`config.mk`:
```
export PLATFORM = sky130hd
export DESIGN_NAME = msev_top
export DESIGN_NICKNAME = d
export VERILOG_FILES = /design/src/verilog/msev_credit_sum.v /design/src/verilog/msev_distress.v /design/src/verilog/msev_top.v
export VERILOG_INCLUDE_DIRS = /design/src /design/src/inc
export SDC_FILE = /design/constraint.sdc
export NUM_CORES = 1
export LEC_CHECK = 0
export ABC_AREA = 1
export BUFFER_PORTS_ARGS = -buffer_cell sky130_fd_sc_hd__buf_4
export CAP_MARGIN = 20
export CORE_MARGIN = 8
export CORE_UTILIZATION = 40
export DETAILED_ROUTE_END_ITERATION = 6
export PLACE_DENSITY = 0.68
export SKIP_LAST_GASP = 1
export SLEW_MARGIN = 10
export SYNTH_ARGS = -nofsm -noshare
export SYNTH_HDL_FRONTEND = slang
export SYNTH_HIERARCHICAL = 1
export SYNTH_SLANG_ARGS = --single-unit
```
`constraint.sdc`:
```
create_clock -name clk_i -period 25 [get_ports clk_i]
set_input_delay 7.5 -clock clk_i [delete_from_list [all_inputs] [get_ports clk_i]]
set_output_delay 7.5 -clock clk_i [all_outputs]
set_load 0.01 [all_outputs]
```
`src/inc/msev_map.vh`:
```
// event codes, control word fields and reset values for the mesh stop event select
// Functional notes
// - code 0x87 adds agent one request credits in use, points 8-15, mask bit each.
// - codes 0x8C/0x8D add agent one payload credits acquired, points 0-7 / 8-15.
// - codes 0x8E/0x8F add agent one payload credits in use, points 0-7 / 8-15.
// - code 0xAF counts distress cycles; bits 0-3 vertical, horizontal, local, remote throttle.
// - vertical distress asserts while ingress request queue full; agents throttle requests.
// - horizontal distress asserts while crossing point egress full; agents throttle requests.
// - 0xAF bit 4 local persistent memory throttle, bit 5 same from another tile.
// - 0xAF bit 6 throttle stalled by snoop arrivals, bit 7 stalled for no credit.
// - code 0xBA counts snoop egress ordering holds; bit 0 up, bit 2 down.
// - ring busy counts passing or sunk packets, never packets this stop injects.
// - 0xB6 request, 0xB7 ack, 0xB8 payload, 0xBB credit; bits le, lo, re, ro.
// - left half stops map up to clockwise, right half stops reverse that mapping.
// - code 0xB9 counts single snoop ring use; bit 0 left, bit 2 right.
// - code 0xE6 counts external error flag cycles; bit 0 instance 0, bit 1 instance 1.
// - code 0xAC counts horizontal bounces; bits 0-3 request, ack, payload, snoop.
// - code 0xAA counts vertical bounces; bits 0-4 request, ack, payload, snoop, credit.
// - code 0xC0 is accepted as the stop clock tick event.
`ifndef MSEV_MAP_VH
`define MSEV_MAP_VH

`define MSEV_CODE_LSB        0
`define MSEV_CODE_MSB        7
`define MSEV_MASK_LSB        8
`define MSEV_MASK_MSB        15
`define MSEV_CTL_RESET       16'h0000

`define MSEV_EV_REQ_USE_HI   8'h87
`define MSEV_EV_PAY_GET_LO   8'h8C
`define MSEV_EV_PAY_GET_HI   8'h8D
`define MSEV_EV_PAY_USE_LO   8'h8E
`define MSEV_EV_PAY_USE_HI   8'h8F
`define MSEV_EV_VERT_BOUNCE  8'hAA
`define MSEV_EV_HORZ_BOUNCE  8'hAC
`define MSEV_EV_DISTRESS     8'hAF
`define MSEV_EV_HREQ_BUSY    8'hB6
`define MSEV_EV_HACK_BUSY    8'hB7
`define MSEV_EV_HPAY_BUSY    8'hB8
`define MSEV_EV_HSNP_BUSY    8'hB9
`define MSEV_EV_EGR_ORDER    8'hBA
`define MSEV_EV_HCRD_BUSY    8'hBB
`define MSEV_EV_TICKS        8'hC0
`define MSEV_EV_EXT_ERR      8'hE6

`endif

```
`src/verilog/msev_credit_sum.v`:
```
// masked sum of per crossing point credit counts
`default_nettype none

module msev_credit_sum #(
    parameter N  = 8,
    parameter CW = 4,
    parameter SW = 7
) (
    // per point counts, point 0 in the low bits
    input  wire [N*CW-1:0] cnt_i,
    // one select bit per point
    input  wire [N-1:0]    sel_i,
    // sum of the selected counts
    output reg  [SW-1:0]   sum_o
);
    integer k;

    always @* begin
        sum_o = {SW{1'b0}};
        for (k = 0; k < N; k = k + 1) begin
            if (sel_i[k]) begin
                sum_o = sum_o + {{(SW-CW){1'b0}}, cnt_i[k*CW +: CW]};
            end
        end
    end

endmodule
`default_nettype wire

```
`src/verilog/msev_distress.v`:
```
// distress generation for request throttling at the stop
`default_nettype none

module msev_distress (
    // clock and reset
    input  wire clk_i,
    input  wire rst_i,
    // local queue state
    input  wire ingress_req_full_i,
    input  wire egress_full_i,
    // distress arriving from other stops
    input  wire vert_in_i,
    input  wire horz_in_i,
    // local and seen distress, and agent throttle
    output reg  vert_local_o,
    output reg  horz_local_o,
    output reg  vert_seen_o,
    output reg  horz_seen_o,
    output reg  req_throttle_o
);
    always @(posedge clk_i) begin
        if (rst_i) begin
            vert_local_o   <= 1'b0;
            horz_local_o   <= 1'b0;
            vert_seen_o    <= 1'b0;
            horz_seen_o    <= 1'b0;
            req_throttle_o <= 1'b0;
        end else begin
            vert_local_o   <= ingress_req_full_i;
            horz_local_o   <= egress_full_i;
            vert_seen_o    <= ingress_req_full_i | vert_in_i;
            horz_seen_o    <= egress_full_i | horz_in_i;
            // agents back off request ring traffic under either distress
            req_throttle_o <= ingress_req_full_i | egress_full_i;
        end
    end

endmodule
`default_nettype wire

```
`src/verilog/msev_top.v`:
```
// event select for one mesh stop performance counter
`include "msev_map.vh"
`default_nettype none

module msev_top #(
    parameter CW        = 4,
    parameter INC_W     = 8,
    parameter NUM_STOPS = 8,
    parameter STOP_IDX  = 0
) (
    // clock and reset
    input  wire                clk_i,
    input  wire                rst_i,
    // counter control word: code in 7:0, unit mask in 15:8
    input  wire                ctl_wr_i,
    input  wire [15:0]         ctl_word_i,
    // agent one credit counts, point 0 lowest
    input  wire [8*CW-1:0]     req_credit_use_high_i,
    input  wire [16*CW-1:0]    pay_credit_get_i,
    input  wire [16*CW-1:0]    pay_credit_use_i,
    // local and incoming distress sources
    input  wire                ingress_req_full_i,
    input  wire                egress_full_i,
    input  wire                vert_distress_in_i,
    input  wire                horz_distress_in_i,
    input  wire                throttle_local_i,
    input  wire                throttle_remote_i,
    input  wire                pmem_local_i,
    input  wire                pmem_remote_i,
    input  wire                throttle_stall_snoop_i,
    input  wire                throttle_stall_nocrd_i,
    // snoop egress ordering holds
    input  wire                snoop_hold_up_i,
    input  wire                snoop_hold_dn_i,
    // horizontal ring occupancy {ccw_odd, ccw_even, cw_odd, cw_even}
    input  wire [3:0]          hreq_pass_i,
    input  wire [3:0]          hreq_sink_i,
    input  wire [3:0]          hack_pass_i,
    input  wire [3:0]          hack_sink_i,
    input  wire [3:0]          hpay_pass_i,
    input  wire [3:0]          hpay_sink_i,
    input  wire [3:0]          hcrd_pass_i,
    input  wire [3:0]          hcrd_sink_i,
    // snoop ring occupancy {ccw, cw}
    input  wire [1:0]          hsnp_pass_i,
    input  wire [1:0]          hsnp_sink_i,
    // external error flags per core interface instance
    input  wire [1:0]          ext_err_i,
    // bounces: horizontal {snp,pay,ack,req}, vertical {crd,snp,pay,ack,req}
    input  wire [3:0]          horz_bounce_i,
    input  wire [4:0]          vert_bounce_i,
    // counter side
    output reg  [INC_W-1:0]    inc_o,
    output reg                 ev_known_o,
    output reg  [15:0]         ctl_o,
    // distress toward the agents
    output wire                vert_distress_o,
    output wire                horz_distress_o,
    output wire                req_throttle_o
);
    localparam SW = CW + 4;

    // any selected condition true
    function any_sel;
        input [7:0] mask;
        input [7:0] cond;
        begin
            any_sel = |(mask & cond);
        end
    endfunction

    // reorder cw/ccw occupancy into up/down as seen from this stop
    function [3:0] to_updn;
        input [3:0] v;
        input       left;
        begin
            if (left) begin
                to_updn = v;
            end else begin
                to_updn = {v[1:0], v[3:2]};
            end
        end
    endfunction

    // widen a single flag to the increment width
    function [INC_W-1:0] one_bit;
        input b;
        begin
            one_bit = {{(INC_W-1){1'b0}}, b};
        end
    endfunction

    reg  [15:0]      ctl_reg;
    reg  [INC_W-1:0] inc_next;
    reg              known_next;

    wire [7:0] code = ctl_reg[`MSEV_CODE_MSB:`MSEV_CODE_LSB];
    wire [7:0] mask = ctl_reg[`MSEV_MASK_MSB:`MSEV_MASK_LSB];

    // first half of the stops sits on the left
    wire on_left = (STOP_IDX < (NUM_STOPS / 2));

    // control word latch; counting assumes it was loaded first
    always @(posedge clk_i) begin
        if (rst_i) begin
            ctl_reg <= `MSEV_CTL_RESET;
        end else if (ctl_wr_i) begin
            ctl_reg <= ctl_word_i;
        end
    end

    // credit sums
    wire [SW-1:0] req_use_hi_sum;
    wire [SW-1:0] pay_get_lo_sum;
    wire [SW-1:0] pay_get_hi_sum;
    wire [SW-1:0] pay_use_lo_sum;
    wire [SW-1:0] pay_use_hi_sum;

    msev_credit_sum #(.N(8), .CW(CW), .SW(SW)) u_req_use_hi (
        .cnt_i (req_credit_use_high_i),
        .sel_i (mask),
        .sum_o (req_use_hi_sum)
    );

    msev_credit_sum #(.N(8), .CW(CW), .SW(SW)) u_pay_get_lo (
        .cnt_i (pay_credit_get_i[8*CW-1:0]),
        .sel_i (mask),
        .sum_o (pay_get_lo_sum)
    );

    msev_credit_sum #(.N(8), .CW(CW), .SW(SW)) u_pay_get_hi (
        .cnt_i (pay_credit_get_i[16*CW-1:8*CW]),
        .sel_i (mask),
        .sum_o (pay_get_hi_sum)
    );

    msev_credit_sum #(.N(8), .CW(CW), .SW(SW)) u_pay_use_lo (
        .cnt_i (pay_credit_use_i[8*CW-1:0]),
        .sel_i (mask),
        .sum_o (pay_use_lo_sum)
    );

    msev_credit_sum #(.N(8), .CW(CW), .SW(SW)) u_pay_use_hi (
        .cnt_i (pay_credit_use_i[16*CW-1:8*CW]),
        .sel_i (mask),
        .sum_o (pay_use_hi_sum)
    );

    // distress
    wire vert_seen;
    wire horz_seen;

    msev_distress u_distress (
        .clk_i              (clk_i),
        .rst_i              (rst_i),
        .ingress_req_full_i (ingress_req_full_i),
        .egress_full_i      (egress_full_i),
        .vert_in_i          (vert_distress_in_i),
        .horz_in_i          (horz_distress_in_i),
        .vert_local_o       (vert_distress_o),
        .horz_local_o       (horz_distress_o),
        .vert_seen_o        (vert_seen),
        .horz_seen_o        (horz_seen),
        .req_throttle_o     (req_throttle_o)
    );

    // distress is one cycle behind the raw queue state, so the
    // remaining sources are delayed to line up with it
    reg [5:0] dist_src_reg;

    always @(posedge clk_i) begin
        if (rst_i) begin
            dist_src_reg <= 6'h00;
        end else begin
            dist_src_reg <= {throttle_stall_nocrd_i, throttle_stall_snoop_i,
                             pmem_remote_i, pmem_local_i,
                             throttle_remote_i, throttle_local_i};
        end
    end

    wire [7:0] dist_vec = {dist_src_reg[5:4],
                           dist_src_reg[3:2],
                           dist_src_reg[1:0],
                           horz_seen, vert_seen};

    // ring occupancy: pass or sink only, injections never reach here
    wire [3:0] hreq_occ = to_updn(hreq_pass_i | hreq_sink_i, on_left);
    wire [3:0] hack_occ = to_updn(hack_pass_i | hack_sink_i, on_left);
    wire [3:0] hpay_occ = to_updn(hpay_pass_i | hpay_sink_i, on_left);
    wire [3:0] hcrd_occ = to_updn(hcrd_pass_i | hcrd_sink_i, on_left);
    wire [1:0] hsnp_raw = hsnp_pass_i | hsnp_sink_i;

    // up side lands on mask bit 0, down side on bit 2
    wire [1:0] hsnp_occ = on_left ? hsnp_raw : {hsnp_raw[0], hsnp_raw[1]};
    wire [7:0] hsnp_vec = {5'h00, hsnp_occ[1], 1'b0, hsnp_occ[0]};

    wire [7:0] order_vec = {5'h00, snoop_hold_dn_i, 1'b0, snoop_hold_up_i};

    // selection
    always @* begin
        inc_next   = {INC_W{1'b0}};
        known_next = 1'b1;
        case (code)
            `MSEV_EV_REQ_USE_HI: begin
                inc_next = req_use_hi_sum[INC_W-1:0];
            end
            `MSEV_EV_PAY_GET_LO: begin
                inc_next = pay_get_lo_sum[INC_W-1:0];
            end
            `MSEV_EV_PAY_GET_HI: begin
                inc_next = pay_get_hi_sum[INC_W-1:0];
            end
            `MSEV_EV_PAY_USE_LO: begin
                inc_next = pay_use_lo_sum[INC_W-1:0];
            end
            `MSEV_EV_PAY_USE_HI: begin
                inc_next = pay_use_hi_sum[INC_W-1:0];
            end
            `MSEV_EV_DISTRESS: begin
                inc_next = one_bit(any_sel(mask, dist_vec));
            end
            `MSEV_EV_EGR_ORDER: begin
                inc_next = one_bit(any_sel(mask, order_vec));
            end
            `MSEV_EV_HREQ_BUSY: begin
                inc_next = one_bit(any_sel(mask, {4'h0, hreq_occ}));
            end
            `MSEV_EV_HACK_BUSY: begin
                inc_next = one_bit(any_sel(mask, {4'h0, hack_occ}));
            end
            `MSEV_EV_HPAY_BUSY: begin
                inc_next = one_bit(any_sel(mask, {4'h0, hpay_occ}));
            end
            `MSEV_EV_HCRD_BUSY: begin
                inc_next = one_bit(any_sel(mask, {4'h0, hcrd_occ}));
            end
            `MSEV_EV_HSNP_BUSY: begin
                inc_next = one_bit(any_sel(mask, hsnp_vec));
            end
            `MSEV_EV_EXT_ERR: begin
                inc_next = one_bit(any_sel(mask, {6'h00, ext_err_i}));
            end
            `MSEV_EV_HORZ_BOUNCE: begin
                inc_next = one_bit(any_sel(mask, {4'h0, horz_bounce_i}));
            end
            `MSEV_EV_VERT_BOUNCE: begin
                inc_next = one_bit(any_sel(mask, {3'h0, vert_bounce_i}));
            end
            `MSEV_EV_TICKS: begin
                inc_next = one_bit(1'b1);
            end
            default: begin
                inc_next   = {INC_W{1'b0}};
                known_next = 1'b0;
            end
        endcase
    end

    // registered outputs toward the counter
    always @(posedge clk_i) begin
        if (rst_i) begin
            inc_o      <= {INC_W{1'b0}};
            ev_known_o <= 1'b0;
            ctl_o      <= `MSEV_CTL_RESET;
        end else begin
            inc_o      <= inc_next;
            ev_known_o <= known_next;
            ctl_o      <= ctl_reg;
        end
    end

endmodule
`default_nettype wire

```
==> metrics <==
outcome finished clean; Placed Instance Area 14020 µm²; Yosys reg bits 52; Int Pwr 0.2915 mW; Die Y-Extent 186.0 µm; combinational share of power 69.0%; worst min path class reg2reg; synthesis-to-layout area growth 22.93%; initial DRC count 517; Congestion Overflow GR 0; Max Cap Violations 0; setup bufs post-CTS 0; hold_buf cts 0; FF-to-FF End inc_o[7]; Clock power frac 14.0%; switching power 0.2522 mW; Vias/cell 4.832; first-pass GRT wire length 53490 µm; Pwr Total 0.5437 mW; worst reg2reg setup slack 17.49 ns; initial antenna violation count 0; die width 186.0 µm; CP endpoint kind register; slowest stage delay, CP 0.51 ns; VDD IR max 31.07 µV; number of global-route vias before repair 12010; Clk Latency, worst-skew pair 0.28 ns; final antenna-violating net count 0; Reg2Reg Depth 41; layout cells sized above 1 23.69%; synth unique cells 37; TritonRoute pass-1 iters 5; Root Buffer clkbuf_16; die area 34580 µm²; Final Hold Viols 0; Arr. time, crit path 14.24 ns; mapped cell area 11560 µm²; Switching Share 46.39%; Worst Hold Depth 2; Fmax 0.07100 GHz; DRC Markers 0; Slew headroom 36.49%; worst hold start ctl_reg[6]; Worst Tran Pin Value 0.9517 ns; Vias 12260; IO buf count 265; Syn Inst Count 1884; TNS Setup 0 ns; Initial Utilization 40.48%; Avg WL per Cell 12.93 µm; # diodes 0; register area share after synthesis 9.008%; reg-to-reg startpoint ctl_reg[8]; fin nets 2565; gr usage total 18.30%; CP Max Fanout 4; GPL Wtd Cong 0.9085; io pins 266; RSZ-0062 raised after global routing no; total CTS buffers 5; Final Util 49.76%; largest net degree at the start of global routing 49; fin crit share 56.34%; Power Dens Cells 38.27 nW/µm²; YS warnings 6; # fillers 2996; core area 28550 µm²; row cnt 62; Clock Skews 0.004051 ns; Reg clk slew, reported paths 0.07 ns; average size of a mapped cell 6.134 µm²; H-tree levels 2; CP max-delay cell fa_1; hold endpoint ctl_o[6]; CTS Buffer Depth 2; leakage 7.584 nW; TritonCTS clock tree done; post_cts resized 0; final period demand of the worst path 14.08 ns; Routed Wire Length 32800 µm; Seq pwr share 16.9%; Slew Viols, Final 0; worst path required time 25.15 ns; most frequent CP cell nand2_1; Startpoint Class input port; post-DP HPWL 28300 µm; Final Instance Area 14210 µm²; Setup Crit Path Kind in2reg; CTS Sinks 52; syn_nets 2297; Final Setup Violations 0
==> Yosys cell counts <==
cell / instances / share of area (%)
inv_2: 33 / 1.1
inv_1: 270 / 8.8
nand4_1: 12 / 0.65
a31oi_1: 20 / 1.1
xor2_1: 39 / 3.0
o21ai_0: 55 / 2.4
a21oi_4: 1 / 0.14
buf_1: 1 / 0.032
dfxtp_1: 52 / 9.0
nand3b_1: 1 / 0.065
nand3b_4: 1 / 0.17
buf_2: 3 / 0.13
o22ai_1: 1 / 0.054
o21ai_2: 22 / 1.7
nand3_2: 29 / 2.5
nor2_1: 188 / 6.1
a211oi_1: 26 / 1.7
nor2_4: 11 / 1.1
a21oi_2: 7 / 0.53
fa_1: 35 / 6.1
o21a_2: 4 / 0.30
a21oi_1: 77 / 3.3
nor2_2: 27 / 1.5
nor3_1: 3 / 0.13
nand2_4: 14 / 1.4
ha_1: 140 / 15
nand3_4: 3 / 0.45
nand3_1: 162 / 7.0
xnor2_1: 29 / 2.2
or2_2: 5 / 0.27
o21ai_1: 38 / 1.6
clkinv_1: 9 / 0.29
nand2_1: 476 / 15
o21a_1: 1 / 0.065
clkbuf_1: 6 / 0.19
and2_1: 10 / 0.54
nand2_2: 73 / 4.0
==> cells in the final DEF, fill, tap and decap left out, types with 5 or more instances in the layout <==
cell type	n
nand2_1	476
inv_1	270
buf_4	270
nor2_1	188
nand3_1	162
ha_1	140
a21oi_1	77
nand2_2	73
o21ai_0	55
dfxtp_1	51
xor2_1	39
o21ai_1	38
fa_1	35
inv_2	33
xnor2_1	29
nand3_2	29
nor2_2	27
a211oi_1	26
o21ai_2	22
a31oi_1	20
nand2_4	14
nand4_1	12
nor2_4	11
and2_1	10
clkinv_1	9
a21oi_2	7
clkbuf_16	5
or2_2	5
==> worst max-delay path: cells and delay by family <==
kind            cells  cell delay [ns]
fa+ha+maj           8             3.11
buf+inv             8             0.54
simple gates       16             1.33
compound gates      7             1.43
xor+xnor            2             0.34
==> layout make-up <==
class                           count  area (µm²)  area share (%)
Inverter                          312        1171           8.244
Clock inverter                      3       42.54          0.2995
Tap cell                          384       480.5           3.382
Timing Repair Buffer              271        2042           14.37
Clock buffer                        5       125.1          0.8807
Multi-Input combinational cell   1510        9303           65.48
Sequential cell                    52        1042           7.337
==> logic make-up after synthesis <==
| group | Yosys count | synth area share [%] |
|---|---|---|
| xor gates and xnor gates | 68 | 5.154 |
| DFF | 52 | 9.008 |
| buffers and inverters | 322 | 10.49 |
| adders and majority gates | 175 | 21.22 |
| and+or+nand+nor | 1015 | 41.23 |
| AOI/OAI and AO/OA | 252 | 12.90 |
==> metal layers <==
metal / global-route usage (%) / vias up / routed length (µm)
met1: 23.54 / 5399 / 14690
met5: 0 / - / 0
met2: 33.21 / 269 / 15830
li1: - / 6572 / -
met4: 2.477 / 0 / 370
met3: 1.815 / 20 / 1912
==> power by group through the flow <==
stage,combinational (mW),sequential (mW),clock (mW)
2_1_floorplan,0.278,0.0946,0
3_3_place_gp,0.365,0.0945,0
3_5_place_dp,0.375,0.0945,0
4_1_cts,0.377,0.0927,0.0769
5_1_grt,0.431,0.0926,0.0807
6_report,0.375,0.0921,0.0764
==> worst max path at each step <==
| stage | cells past startpoint | end | start | slack [ns] |
|---|---|---|---|---|
| floorplan | 40 | inc_o[7] | pay_credit_use_i[32] | 11.32 |
| global placement | 37 | inc_o[6] | req_credit_use_high_i[0] | 10.84 |
| detailed placement | 37 | inc_o[6] | pay_credit_use_i[0] | 10.65 |
| CTS | 41 | inc_o[7] | pay_credit_use_i[32] | 10.94 |
| global route | 37 | inc_o[6] | pay_credit_use_i[0] | 10.39 |
| finish | 41 | inc_o[7] | pay_credit_use_i[32] | 10.92 |
==> per-stage QoR <==
stage	cells	hold slack, ns	setup WS [ns]
2_1_floorplan	1884	0.4625	11.32
3_3_place_gp	2528	0.4920	10.84
3_5_place_dp	2528	0.4946	10.65
4_1_cts	2536	0.5177	10.94
5_1_grt	2537	0.5345	10.39
6_report	2537	0.5181	10.92
No activity file was read; power rests on OpenSTA's default activity.
